## src/rtl/omc_pkg.sv

```systemverilog
/*
  omc_pkg: constants for the operating-mode control block.
  Assumes an 8-bit mode register placed in a 32-bit APB word.
*/
`default_nettype none
package omc_pkg;
  // ********************************
  // register map
  // ********************************
  localparam logic [11:0] OMC_MODE_OFF = 12'h00B;
  localparam logic [11:0] OMC_DBG_OFF = 12'h010;
  localparam logic [11:0] OMC_BUS_OFF = 12'h014;
  localparam logic [11:0] OMC_STAT_OFF = 12'h018;
  // ********************************
  // mode register fields
  // ********************************
  localparam int OMC_SPECIAL_MODE_FLAG_LOW_BIT = 7;
  localparam int OMC_MODE_SELECT_UPPER_BIT = 6;
  localparam int OMC_MODE_SELECT_LOWER_BIT = 5;
  localparam int OMC_BUS_CLOCK_STRETCH_ENABLE_BIT = 4;
  localparam int OMC_INTERNAL_ACCESS_VISIBLE_BIT = 3;
  localparam int OMC_EMD_BIT = 1;
  localparam int OMC_EME_BIT = 0;
  localparam int OMC_ZERO_BIT = 2;
  // ********************************
  // mode register reset images
  // ********************************
  localparam logic [4:0] OMC_RST_SPECIAL_LOW = 5'h1B;
  localparam logic [4:0] OMC_RST_NORMAL_LOW = 5'h10;
  localparam logic [7:0] OMC_RST_PERIPH = 8'h5B;
  // ********************************
  // debug memory overlay
  // ********************************
  localparam logic [15:0] OMC_DBG_ROM_LO = 16'hFF20;
  localparam logic [15:0] OMC_DBG_ROM_HI = 16'hFFFF;
  localparam logic [15:0] OMC_DBG_REG_LO = 16'hFF00;
  localparam logic [15:0] OMC_DBG_REG_HI = 16'hFF06;
  localparam logic [7:0] OMC_TOP_PAGE = 8'hFF;
  // ********************************
  // modes: {debug pin, mode pin b, mode pin a}
  // ********************************
  typedef enum logic [2:0] {
    OMC_SP_SINGLE = 3'b000,
    OMC_SP_NARROW = 3'b001,
    OMC_SP_PERIPH = 3'b010,
    OMC_SP_WIDE = 3'b011,
    OMC_NM_SINGLE = 3'b100,
    OMC_NM_NARROW = 3'b101,
    OMC_NM_RESVD = 3'b110,
    OMC_NM_WIDE = 3'b111
  } omc_mode_t;
  typedef enum logic [1:0] {
    OMC_BUS_NONE = 2'b00,
    OMC_BUS_NARROW = 2'b01,
    OMC_BUS_WIDE = 2'b10,
    OMC_BUS_PERIPH = 2'b11
  } omc_bus_t;
  typedef enum logic [1:0] {
    OMC_NS_IDLE = 2'b00,
    OMC_NS_HIGH = 2'b01,
    OMC_NS_LOW = 2'b10
  } omc_nstate_t;
endpackage
`default_nettype wire

```

## src/rtl/omc_top.sv

```systemverilog
/*
  omc_top: operating-mode control. Latches mode pins at reset, holds the mode
  register, arranges the external bus, stretches the bus clock and runs the
  debug memory overlay.
  Assumes an APB master on core_clk, synchronous pins, one clock domain.
*/
// Overview of operation
// - reset decodes debug pin and two mode pins; code 110 forced to peripheral
// - normal wide: 16-bit address on ports A/B, data on C and D
// - normal narrow: port C 8-bit data, high byte then low byte
// - narrow 16-bit transfer increments address on second byte cycle
// - single chip: no external buses, ports free for general I/O
// - special wide: same bus arrangement as normal wide
// - special narrow: two consecutive port C cycles, high then low
// - special narrow with port-D emulate and visibility shows internal data wide
// - special single chip enters active debug with no external bus
// - peripheral mode: processor held inactive, external master drives peripherals
// - switching into or out of peripheral mode only by reset
// - debug enabled and active at reset in special single chip only
// - enabled debug activates on serial command or entry instruction
// - active debug maps ROM at FF20-FFFF, supplying vectors
// - active debug maps debug registers at FF00-FF06
// - active debug hides user top page from normal accesses
// - mode register bit layout with bit 2 reading zero
// - mode register absent from map in peripheral mode
// - mode bits capture pins at reset release, readable outside peripheral mode
// - special flag writable only while zero, first write ignored
// - mode select write-once or anytime; never peripheral or reserved
// - stretch disabled: bus clock free running
// - stretch enabled: high on external cycles, low on hidden internal ones
// - stretch enable write-once in normal modes, anytime in special
`default_nettype none
module omc_top
  import omc_pkg::*;
(
  input wire logic core_clk,
  input wire logic sys_rst,
  input wire logic clk_en,
  input wire logic psel,
  input wire logic penable,
  input wire logic pwrite,
  input wire logic [11:0] paddr,
  input wire logic [31:0] pwdata,
  input wire logic [3:0] pstrb,
  output logic [31:0] prdata,
  output logic pready,
  output logic pslverr,
  input wire logic debug_serial_pin,
  input wire logic mode_pin_b,
  input wire logic mode_pin_a,
  input wire logic debug_serial_activate,
  input wire logic debug_entry_instruction,
  input wire logic cpu_req,
  input wire logic cpu_wide,
  input wire logic [15:0] cpu_addr,
  input wire logic [15:0] cpu_wdata,
  input wire logic cpu_internal,
  output logic cpu_run,
  output logic [15:0] port_ab_addr,
  output logic [7:0] port_c_data,
  output logic [7:0] port_d_data,
  output logic port_c_bus,
  output logic port_d_bus,
  output logic port_ab_bus,
  output logic bus_clk,
  output logic narrow_busy,
  output logic debug_active,
  output logic debug_enabled,
  output logic dbg_rom_sel,
  output logic dbg_reg_sel,
  output logic user_top_hidden
);
  // ********************************
  // mode register and reset capture
  // ********************************
  logic [7:0] mode_reg;
  logic special_mode_flag_low_written;
  logic modsel_written;
  logic bus_clock_stretch_enable_written;
  logic [1:0] rst_hist;
  logic [2:0] pin_code;
  omc_mode_t mode;
  omc_bus_t bus_kind;
  omc_nstate_t nstate;
  logic ap_wr;
  logic ap_rd;
  logic mode_hit;
  logic [1:0] next_modsel;
  logic special;

  assign pin_code = {debug_serial_pin, mode_pin_b, mode_pin_a};
  assign mode = omc_mode_t'(mode_reg[OMC_SPECIAL_MODE_FLAG_LOW_BIT:OMC_MODE_SELECT_LOWER_BIT]);
  assign special = ~mode_reg[OMC_SPECIAL_MODE_FLAG_LOW_BIT];
  assign ap_wr = psel && penable && pwrite && clk_en;
  assign ap_rd = psel && penable && !pwrite && clk_en;
  assign mode_hit = (paddr == OMC_MODE_OFF) && (mode != OMC_SP_PERIPH);
  assign next_modsel = pwdata[OMC_MODE_SELECT_UPPER_BIT:OMC_MODE_SELECT_LOWER_BIT];

  // reset is synchronous; the pins are sampled on the first cycle after release
  always_ff @(posedge core_clk) begin
    if (sys_rst) begin
      rst_hist <= 2'b11;
    end else if (clk_en) begin
      rst_hist <= {rst_hist[0], 1'b0};
    end
  end

  always_ff @(posedge core_clk) begin
    if (sys_rst) begin
      mode_reg <= 8'h00;
      special_mode_flag_low_written <= 1'b0;
      modsel_written <= 1'b0;
      bus_clock_stretch_enable_written <= 1'b0;
    end else if (clk_en) begin
      if (rst_hist[0]) begin
        // reserved code forced to peripheral
        if (pin_code == OMC_NM_RESVD) begin
          mode_reg <= OMC_RST_PERIPH;
        end else if (pin_code[2]) begin
          mode_reg <= {pin_code, OMC_RST_NORMAL_LOW};
        end else begin
          mode_reg <= {pin_code, OMC_RST_SPECIAL_LOW};
        end
      end else if (ap_wr && mode_hit && pstrb[0]) begin
        // special flag: only while zero, first write swallowed
        if (special) begin
          special_mode_flag_low_written <= 1'b1;
          if (special_mode_flag_low_written) begin
            mode_reg[OMC_SPECIAL_MODE_FLAG_LOW_BIT] <= pwdata[OMC_SPECIAL_MODE_FLAG_LOW_BIT];
          end
        end
        // mode select guarded against peripheral and reserved
        if ((special || !modsel_written) && (next_modsel != 2'b10)) begin
          mode_reg[OMC_MODE_SELECT_UPPER_BIT:OMC_MODE_SELECT_LOWER_BIT] <= next_modsel;
          modsel_written <= 1'b1;
        end
        // stretch enable write-once in normal modes
        if (special || !bus_clock_stretch_enable_written) begin
          mode_reg[OMC_BUS_CLOCK_STRETCH_ENABLE_BIT] <= pwdata[OMC_BUS_CLOCK_STRETCH_ENABLE_BIT];
          bus_clock_stretch_enable_written <= 1'b1;
        end
        if (special) begin
          mode_reg[OMC_INTERNAL_ACCESS_VISIBLE_BIT] <= pwdata[OMC_INTERNAL_ACCESS_VISIBLE_BIT];
          mode_reg[OMC_EMD_BIT] <= pwdata[OMC_EMD_BIT];
          mode_reg[OMC_EME_BIT] <= pwdata[OMC_EME_BIT];
        end
        mode_reg[OMC_ZERO_BIT] <= 1'b0;
      end
    end
  end

  // ********************************
  // debug facility
  // ********************************
  logic dbg_en_sw;
  always_ff @(posedge core_clk) begin
    if (sys_rst) begin
      debug_enabled <= 1'b0;
      debug_active <= 1'b0;
    end else if (clk_en) begin
      if (rst_hist[0]) begin
        debug_enabled <= (pin_code == OMC_SP_SINGLE);
        debug_active <= (pin_code == OMC_SP_SINGLE);
      end else begin
        debug_enabled <= debug_enabled || dbg_en_sw;
        if ((debug_enabled || dbg_en_sw) && (debug_serial_activate || debug_entry_instruction)) begin
          debug_active <= 1'b1;
        end
      end
    end
  end

  logic dbg_wr;
  assign dbg_wr = ap_wr && (paddr == OMC_DBG_OFF) && pstrb[0];
  assign dbg_en_sw = dbg_wr && pwdata[0];

  // overlay decodes of the processor address
  always_ff @(posedge core_clk) begin
    if (sys_rst) begin
      dbg_rom_sel <= 1'b0;
      dbg_reg_sel <= 1'b0;
      user_top_hidden <= 1'b0;
    end else if (clk_en) begin
      dbg_rom_sel <= debug_active && cpu_req && cpu_addr >= OMC_DBG_ROM_LO && cpu_addr <= OMC_DBG_ROM_HI;
      dbg_reg_sel <= debug_active && cpu_req && cpu_addr >= OMC_DBG_REG_LO && cpu_addr <= OMC_DBG_REG_HI;
      user_top_hidden <= debug_active && cpu_req && (cpu_addr[15:8] == OMC_TOP_PAGE);
    end
  end

  // ********************************
  // bus arrangement
  // ********************************
  always_comb begin
    bus_kind = OMC_BUS_NONE;
    unique case (mode)
      OMC_SP_SINGLE, OMC_NM_SINGLE: bus_kind = OMC_BUS_NONE;
      OMC_SP_NARROW, OMC_NM_NARROW: bus_kind = OMC_BUS_NARROW;
      OMC_SP_WIDE, OMC_NM_WIDE: bus_kind = OMC_BUS_WIDE;
      OMC_SP_PERIPH, OMC_NM_RESVD: bus_kind = OMC_BUS_PERIPH;
    endcase
  end

  logic visible;
  logic ext_cycle;
  logic wide_vis;
  assign visible = mode_reg[OMC_INTERNAL_ACCESS_VISIBLE_BIT] && (bus_kind != OMC_BUS_NONE);
  assign ext_cycle = cpu_req && (!cpu_internal || visible) && (bus_kind != OMC_BUS_NONE);
  assign wide_vis = (mode == OMC_SP_NARROW) && mode_reg[OMC_EMD_BIT] && mode_reg[OMC_INTERNAL_ACCESS_VISIBLE_BIT] && cpu_internal;

  logic [7:0] low_byte;
  always_ff @(posedge core_clk) begin
    if (sys_rst) begin
      nstate <= OMC_NS_IDLE;
      low_byte <= 8'h00;
      port_ab_addr <= 16'h0000;
      port_c_data <= 8'h00;
      port_d_data <= 8'h00;
      narrow_busy <= 1'b0;
    end else if (clk_en) begin
      unique case (nstate)
        OMC_NS_IDLE: begin
          narrow_busy <= 1'b0;
          if (ext_cycle && bus_kind != OMC_BUS_PERIPH) begin
            port_ab_addr <= cpu_addr;
            if (bus_kind == OMC_BUS_WIDE || wide_vis || (bus_kind == OMC_BUS_NARROW && !cpu_wide)) begin
              port_c_data <= cpu_wdata[15:8];
              port_d_data <= cpu_wdata[7:0];
            end else begin
              port_c_data <= cpu_wdata[15:8]; // high byte first
              low_byte <= cpu_wdata[7:0];
              narrow_busy <= 1'b1;
              nstate <= OMC_NS_HIGH;
            end
          end
        end
        OMC_NS_HIGH: begin
          port_ab_addr <= port_ab_addr + 16'h0001;
          port_c_data <= low_byte;
          nstate <= OMC_NS_LOW;
        end
        OMC_NS_LOW: begin
          narrow_busy <= 1'b0;
          nstate <= OMC_NS_IDLE;
        end
        default: nstate <= OMC_NS_IDLE;
      endcase
    end
  end

  always_ff @(posedge core_clk) begin
    if (sys_rst) begin
      port_ab_bus <= 1'b0;
      port_c_bus <= 1'b0;
      port_d_bus <= 1'b0;
      cpu_run <= 1'b0;
    end else if (clk_en) begin
      port_ab_bus <= (bus_kind != OMC_BUS_NONE);
      port_c_bus <= (bus_kind != OMC_BUS_NONE);
      port_d_bus <= (bus_kind == OMC_BUS_WIDE) || (bus_kind == OMC_BUS_PERIPH) || wide_vis;
      cpu_run <= (bus_kind != OMC_BUS_PERIPH) && !rst_hist[0];
    end
  end

  // ********************************
  // bus clock
  // ********************************
  // with stretch on, the clock holds high on external cycles and low on hidden internal ones, toggling only with no request
  always_ff @(posedge core_clk) begin
    if (sys_rst) begin
      bus_clk <= 1'b0;
    end else if (clk_en) begin
      if (!mode_reg[OMC_BUS_CLOCK_STRETCH_ENABLE_BIT]) begin
        bus_clk <= ~bus_clk;
      end else if (ext_cycle || narrow_busy) begin
        bus_clk <= 1'b1;
      end else if (cpu_req) begin
        bus_clk <= 1'b0;
      end else begin
        bus_clk <= ~bus_clk;
      end
    end
  end

  // ********************************
  // apb slave
  // ********************************
  logic known;
  assign known = mode_hit || paddr == OMC_DBG_OFF || paddr == OMC_BUS_OFF || paddr == OMC_STAT_OFF;
  always_ff @(posedge core_clk) begin
    if (sys_rst) begin
      prdata <= 32'h0000_0000;
      pready <= 1'b0;
      pslverr <= 1'b0;
    end else if (clk_en) begin
      pready <= psel && !penable;
      pslverr <= psel && !penable && !known;
      if (psel && !penable && !pwrite) begin
        if (mode_hit) begin
          prdata <= {24'h000000, mode_reg};
        end else if (paddr == OMC_DBG_OFF) begin
          prdata <= {30'h0, debug_active, debug_enabled};
        end else if (paddr == OMC_BUS_OFF) begin
          prdata <= {28'h0000000, nstate, bus_kind};
        end else if (paddr == OMC_STAT_OFF) begin
          prdata <= {29'h0, special_mode_flag_low_written, modsel_written, bus_clock_stretch_enable_written};
        end else begin
          prdata <= 32'h0000_0000;
        end
      end
    end
  end
  logic unused_rd;
  assign unused_rd = ap_rd;
endmodule
`default_nettype wire
```

## config.mk

```make
export PLATFORM = sky130hd
export DESIGN_NAME = omc_top
export DESIGN_NICKNAME = d
export VERILOG_FILES = /design/src/rtl/omc_pkg.sv /design/src/rtl/omc_top.sv
export SDC_FILE = /design/constraint.sdc
export NUM_CORES = 1
export LEC_CHECK = 0
export ABC_AREA = 1
export BUFFER_PORTS_ARGS = -buffer_cell sky130_fd_sc_hd__buf_2
export CAP_MARGIN = 15
export CORE_MARGIN = 5
export CORE_UTILIZATION = 54
export CTS_BUF_LIST = sky130_fd_sc_hd__clkbuf_4 sky130_fd_sc_hd__clkbuf_8
export CTS_CLUSTER_DIAMETER = 200
export DETAILED_ROUTE_END_ITERATION = 10
export PLACE_DENSITY_LB_ADDON = 0.3
export SLEW_MARGIN = 30
export SYNTH_ARGS = -nofsm -noshare
export SYNTH_HDL_FRONTEND = slang
export SYNTH_SLANG_ARGS = --single-unit
```

## constraint.sdc

```tcl
create_clock -name core_clk -period 3.95 [get_ports core_clk]
set_clock_uncertainty 0.15 [all_clocks]
set_input_delay 0.79 -clock core_clk [delete_from_list [all_inputs] [get_ports core_clk]]
set_output_delay 0.79 -clock core_clk [all_outputs]
set_load 0.1 [all_outputs]
```

== Word level (Yosys, flattened, before mapping) ==
Memory sizes are Yosys's and may differ from the RTL's.
Index checks and enable logic that the tools add are counted.
Word-level totals
  flip-flop bits (word level): 98
  bits in read-only memories: 16
  bits of input ports: 94
  word-level logic and storage cells: 157
  memories kept: 1
Memory list
  (no name shown): depth 8, bits a word 2, rd ports 1, clocked after memory_dff 0, write ports 0, line omc_top.sv:195  | unique case (mode)
Cells by class
  $add $sub $neg: 1
  order comparisons: 4
  eq/ne operators: 18
  multiplexer cells: 30
  bitwise operators: 4
  reduce and logical (&&, ||, !) cells: 73
Operators with widths (number)
  $mux W8: 6
  $eq A12 B5 Y1 const B: 3
  $ge A16 B16 Y1 const B: 2
  $le A16 B16 Y1 const B: 2
  $pmux W16 S2: 1
  $logic_and A1 B1 Y1: 29
  $reduce_and A4 Y1: 5
  $add A16 B1 Y16 const B: 1
  $mux W16: 1
  $pmux W8 S2: 1
  $reduce_and A3 Y1: 5
  $reduce_bool A2 Y1: 7
  $logic_or A1 B1 Y1: 13
  $eq A12 B4 Y1 const B: 1
  $mux W1: 12
  $eq A8 B8 Y1 const B: 1
  $logic_not A1 Y1: 8
  $mux W2: 4
  $mux W4: 2
  $ne A2 B2 Y1 const B: 4
  $reduce_and A2 Y1: 4
  $eq A2 B2 Y1 const B: 3
  $eq A2 B1 Y1 const B: 2
  $not A1 Y1: 4
  9 further kinds: 9

== Logic depth before layout (Yosys ltp) ==
Gate-level depths: netlist (run 1).
  word-level depth: 10
  gate-level depth with buffers: 11

== Worst setup path before layout (run 1) ==
No wires, ideal clock.
  path type: reg2reg
  from: register port_ab_addr[0]
  to: register port_ab_addr[14]
  data arrival time: 2.061 ns
  data required time: 3.668 ns
  slack: 1.606 ns
  stages on the path, launching flop included: 9
  buffers on the path: 0
  cell sequence: dfxtp_1 -> ha_1 -> nand2_1 -> nor2_4 -> nand3_1 -> o21ai_0 -> nand3_1 -> nand2_1 -> a21oi_1
Between the ends
  cells in the longest elaborated chain, start to end: 2
Ends and longest elaborated chain
  start: declaration: line omc_top.sv:59  | output logic [15:0] port_ab_addr,
  start signal: assignment: line omc_top.sv:224  | port_ab_addr <= cpu_addr;
  start signal: assignment: line omc_top.sv:237  | port_ab_addr <= port_ab_addr + 16'h0001;
  $add A16 B1 Y16: line omc_top.sv:237
  $pmux W16 S2: line omc_top.sv:220  | unique case (nstate)
No other way between the ends.
A chain may end at the register's enable or synchronous reset.

== Worst setup path after layout (run 1) ==
  from: input clk_en
  to: register port_ab_addr[4]
Between the ends
  cells in the longest elaborated chain, start to end: 1
Ends and longest elaborated chain
  start: declaration: line omc_top.sv:38  | input wire logic clk_en,
  $reduce_and A3 Y1 (no source line)
No other way between the ends.

==> results.cfg, run 1 <==
[finish]
mostFrequentLayoutCell = nand2_1
syn2layout_area_growth_pct = 16.37
top_register = port_ab_addr
final_nets = 844
fin_area_mm2 = 0.004918
largest_reg_flops = 16
fin_util_pct = 63.98
n_antenna_cell = 0
nFillCells = 749
layout_common_cells = nand2_1, buf_2, nor2_1
final_layout_size_suffix_gt1_share_pct = 23.43

[die]
num_io_pins = 171
dieWidth_um = 98.47
placementRows = 32
start_util_pct = 54.98
die_area_mm2 = 0.009696
coreArea_mm2 = 0.007687
die_h_um = 98.47

[routing]
drt_iter0_drc = 249
post_drt_via_cell_ratio = 5.168
first_pass_iters = 5
drc = 0
wl_per_cell_um = 13.30
vias = 4388
ant_nets = 0
wirelength_um = 11290

[synthesis]
syn_inst = 639
synth-compound-area-share_pct = 15.04
synthTopCellsByArea = dfxtp_1, nand2_1, nor2_1
ys_seq_area_share_pct = 34.58
ys_ff_latch = 73
avgSynthCellArea_um2 = 6.614
yosysWarnings = 0
synth_area_leader_cell = dfxtp_1
synth.distinct_cells = 37
synth_xor_xnor_area_share_pct = 0
synthAdderAreaFrac_pct = 2.072
synth_top_area_share_pct = 34.58
syn_area_mm2 = 0.004227
synthMuxAreaShare_pct = 0
synth_top_family_by_area = simple AND/OR/NAND/NOR gates
synth_flop_cell = dfxtp_1
async_reset_ff_share_pct = 0
yosys.area_share.simple_pct = 34.84
synth_edf_count = 0

[sta]
slew_viol_final = 0
tightest_slew_ns = 0.8083
hold_viol_final = 0
fin_crit_sh_pct = 64.93
whs_ns = 0.3215
maxSlewHeadroom_pct = 46.06
fmax_mhz = 389.9
rsz0062_at_grt = no
post-route-worst-setup-slack_ns = 1.385
setup_viol = 0
period_needed_ns = 2.565
tns_ns = 0

[placed_design]
gp_congestion = 0.8592
portBuffers = 118
postPlaceCellArea_mm2 = 0.004706
hpwl_um = 8496
pre_cts_ws_ns = 1.075

[critical_path]
cp_data_arrival_time_ns = 2.69
worstSetupStartpointType = input pin
critPathRequiredTime_ns = 4.08
reg2reg_from = nstate[0]
timing.rr.end = port_ab_addr[0]
crit_fanout = 29
end_kind = register
reg2reg_slack_ns = 1.59
reg2reg_depth = 7
critPathKind = in -> reg

[pwr]
power_density_mw_per_mm2 = 400.0
ir_worst_vdd_v = 0.0002781
power_leakage_nw = 2.328

[clock_tree]
cts_setup_buffers = 0
htreeDepth = 3
root_buffer = clkbuf_8
cts_hold_buf = 0
cts-resized-gates = 0
numCtsBuffers = 9
cts.sinks = 73
clk_latency_ns = 0.34
ctsLongestPathBuffers = 2
cts_tree = done
cts.clk_slew.worst_paths_ns = 0.07

[grt]
grt.total_usage_pct = 22.59
grt-ovfl-total = 0
grt_pass1_wl_um = 18100
antenna_found_initial = 0
grt_max_degree = 30
grt_pass1_vias = 3947

[worst_hold_path]
holdPathEnd = pready
worstHoldStart = pready
hold_path.class = reg -> reg
min_delay_path_depth = 2

[run_status]
status = finished, final reports clean

[run]
max_cap_viol_count = 0
worst max-delay path, stage by stage:
cell and delay [ns]:
buf_2 0.35, inv_2 0.24, nor2_4 0.15, nand4_2 0.12
o21ai_2 0.13, nand2_4 0.26, inv_2 0.33, o21ai_0 0.16
a21oi_1 0.14
metrics by stage:
step / total power [mW] / std cells
final: 1.967 / 849
after global routing: 2.049 / 849
after CTS: 1.978 / 849
after detailed placement: 1.347 / 834
after global placement: 1.339 / 834
after floorplan: 1.272 / 662
layout make-up:
class	instances	area, µm²	area share [%]
Clock buffer	10	131.4	2.671
Clock inverter	5	81.33	1.654
Inverter	62	232.7	4.732
Multi-Input combinational cell	478	2286	46.48
Sequential cell	73	1461	29.71
Tap cell	102	127.6	2.595
Timing Repair Buffer	119	598.1	12.16
metal layers:
layer | routed length [µm] | vias to the layer above | GRT usage [%] | share of wire (%)
met1 | 4714 | 1959 | 28.13 | 42
met2 | 5395 | 194 | 38.12 | 48
met4 | 212 | 0 | 8.929 | 1.9
li1 | - | 2214 | - | -
met5 | 0 | - | 0 | 0
met3 | 970 | 21 | 4.883 | 8.6
kinds of logic (layout without fill, tap and decap cells):
logic type                 count (synthesis)  count (layout)
AOI/OAI and AO/OA                        113             113
adders and majority gates                  7               7
buffers and inverters                    111             196
DFF                                       73              73
other                                      1              24
and+or+nand+nor                          334             334
synthesized netlist by cell type (6+ instances only):
| master | instances |
|---|---|
| inv_2 | 7 |
| a21oi_1 | 43 |
| nor2_4 | 6 |
| buf_6 | 6 |
| buf_4 | 25 |
| o21ai_1 | 8 |
| dfxtp_1 | 73 |
| nand4_1 | 15 |
| ha_1 | 7 |
| o21ai_0 | 37 |
| o21ai_2 | 7 |
| nand3_1 | 39 |
| buf_2 | 8 |
| clkbuf_1 | 9 |
| nand2_1 | 139 |
| nor2_1 | 110 |
| a31oi_1 | 6 |
| inv_1 | 55 |
power by group:
group          internal (mW)  switching, mW  total (mW)
Sequential             0.771         0.0351       0.806
Clock                  0.359          0.274       0.633
Combinational         0.0998          0.428       0.528
Total                   1.23          0.737        1.97
worst max-delay path by stage:
stage                  endpoint  slack [ns]  cells after the start            start
4_1_cts         port_ab_addr[4]        1.43                      9           clk_en
5_1_grt         port_ab_addr[5]        1.20                      9           clk_en
2_1_floorplan  port_ab_addr[14]        1.61                      8  port_ab_addr[0]
3_5_place_dp    port_ab_addr[7]        1.08                     10           clk_en
3_3_place_gp    port_ab_addr[7]        1.08                     10           clk_en
6_report        port_ab_addr[4]        1.39                      9           clk_en
Power figures use the tool's default switching activity.
==> run 2, diff against run 1 <==
- ABC_AREA: 1 -> 0
- CORE_UTILIZATION: 54 -> 44
- clock period: 3.95 -> 2.26 ns (I/O delays scaled with it)
==> results.cfg, run 2 <==
[sta]
period_needed_ns = 2.303
post-route-worst-setup-slack_ns = -0.04306
hold_viol_final = 0
fin_crit_sh_pct = 101.9
tightest_slew_ns = 0.6050
rsz0062_at_grt = yes
setup_viol = 8
slew_viol_final = 0
fmax_mhz = 434.2
maxSlewHeadroom_pct = 59.67

[pwr]
swShare_pct = 34.35
p_switching_mw = 1.166
power_density_mw_per_mm2 = 680.2
p_comb_share_pct = 24.2
ir_worst_vdd_v = 0.0006248
p_seq_share_pct = 40.9
power_leakage_nw = 2.201
internal_power_mw = 2.229
clkPwrFrac_pct = 34.9

[placed_design]
gp_congestion = 0.9032
place_inst = 688
hpwl_um = 8429
portBuffers = 118

[routing]
drt_iter0_drc = 226
first_pass_iters = 5
post_drt_via_cell_ratio = 5.572
wl_per_cell_um = 15.95
vias = 3956
ant_nets = 0
wirelength_um = 11320
drc = 0

[die]
die_area_mm2 = 0.01056
coreArea_mm2 = 0.008299
die_h_um = 102.8
dieWidth_um = 102.8
placementRows = 33
start_util_pct = 45.62
num_io_pins = 171

[clock_tree]
cts.clk_slew.worst_paths_ns = 0.08
ctsLongestPathBuffers = 2
cts.sinks = 73
htreeDepth = 3
cts_tree = done
numCtsBuffers = 9
clk_latency_ns = 0.35
root_buffer = clkbuf_8

[finish]
layout_common_cells = buf_2, dfxtp_1, nor2_1
fin_util_pct = 60.15
largest_reg_flops = 16
final_nets = 701
top_register = port_ab_addr
syn2layout_area_growth_pct = 31.86
mostFrequentLayoutCell = buf_2
final_layout_size_suffix_gt1_share_pct = 35.37
fin_cells = 710
n_antenna_cell = 0

[grt]
grt_pass1_vias = 3669
grt-ovfl-total = 0
grt.total_usage_pct = 21.08
antenna_found_initial = 0
grt_max_degree = 37
grt_pass1_wl_um = 17550

[synthesis]
async_reset_ff_share_pct = 0
synth_most_common_cell = dfxtp_1
synth.top_cells.by_count = dfxtp_1, nor2_1, nand2_1
ys_seq_area_share_pct = 38.60
avgSynthCellArea_um2 = 8.213
synth_top_area_share_pct = 38.60
ys_ff_latch = 73
synth_edf_count = 0
syn_area_mm2 = 0.003786
synth.distinct_cells = 59
synth_area_leader_cell = dfxtp_1
synthTopCellsByArea = dfxtp_1, mux2i_1, nor2_1
synth_flop_cell = dfxtp_1
syn_inst = 461
yosysWarnings = 0

[critical_path]
crit_fanout = 5
critPathKind = reg -> reg
worstSetupStartpointType = register
cp_data_arrival_time_ns = 2.39
critPathRequiredTime_ns = 2.34
end_kind = register

[run]
max_cap_viol_count = 0

[run_status]
status = complete, but fails checks
violations = setup timing

[worst_hold_path]
hold_path.class = in -> reg
==> run 2: per-layer routing <==
metal | track usage [%] | vias to the layer above | wire length, µm
met1 | 26.34 | 1843 | 4608
met3 | 5.345 | 23 | 1101
met5 | 0 | - | 0
met2 | 35.55 | 191 | 5384
li1 | - | 1899 | -
met4 | 7.072 | 0 | 227
==> run 2: power by group through the flow <==
stage / sequential [mW] / clock (mW) / combinational (mW)
after floorplan: 1.63 / 0 / 0.418
after detailed placement: 1.42 / 0 / 0.793
after global placement: 1.41 / 0 / 0.784
final: 1.39 / 1.19 / 0.821
after CTS: 1.39 / 1.21 / 0.806
after global routing: 1.39 / 1.25 / 0.868
==> run 2: stage by stage <==
step | hold WS (ns) | power [mW] | TNS, ns | instance area [µm²] | setup WS [ns]
floorplan | 0.3029 | 2.050 | -0.9439 | 3944 | -0.06805
global placement | 0.2944 | 2.199 | -1.420 | 4649 | -0.1011
detailed placement | 0.3026 | 2.209 | -1.661 | 4649 | -0.1211
CTS | 0.1959 | 3.398 | -0.1152 | 4931 | -0.01823
global route | 0.2120 | 3.514 | -0.9472 | 4992 | -0.1246
finish | 0.2043 | 3.396 | -0.1868 | 4992 | -0.04306
==> run 2: worst max-delay path, cell delays in order (launching register included) <==
cell,delay [ns]
dfxtp_4,0.39
inv_6,0.05
ha_4,0.15
or4_4,0.53
or4b_4,0.52
buf_6,0.16
mux2i_2,0.18
nor2_1,0.05
==> run 2: layout make-up <==
cell class              instances  area, µm²
fillers                       746       3307
multi-input cells             344       2147
flip-flops and latches         73       1489
repair buffers                161      942.2
clock buffers                  12      158.9
well taps                     105      131.4
clock inverters                 4      75.07
inverters                      11      48.80
==> run 2: kinds of logic (layout without fill, tap and decap cells) <==
family	count (synthesis)	in the layout	synth area share, %
buf+inv	67	188	9.286
fa+ha+maj	7	7	2.313
flops	73	73	38.60
compound gates	110	110	19.70
mux	22	22	5.849
xor+xnor	2	2	0.4627
simple gates	179	179	23.69
other cells	1	24	0.09905
==> run 2: timing repair <==
item	CTS	global route
hold buffers	0	0
cloned	1	0
pin swaps	1	1
setup endpoints to repair	13	36
resized for setup	4	6
buffers inserted	4	1
==> run 2: worst paths after layout <==
kind | from | endpoint | slack [ns] | depth (start not counted)
setup / recovery | mode_reg[5] | low_byte[5] | -0.04 | 7
hold / removal | cpu_wdata[7] | port_d_data[7] | 0.20 | 3
setup reg to reg | mode_reg[5] | low_byte[5] | -0.04 | 7
hold reg to reg | prdata[2] | prdata[2] | 0.31 | 2
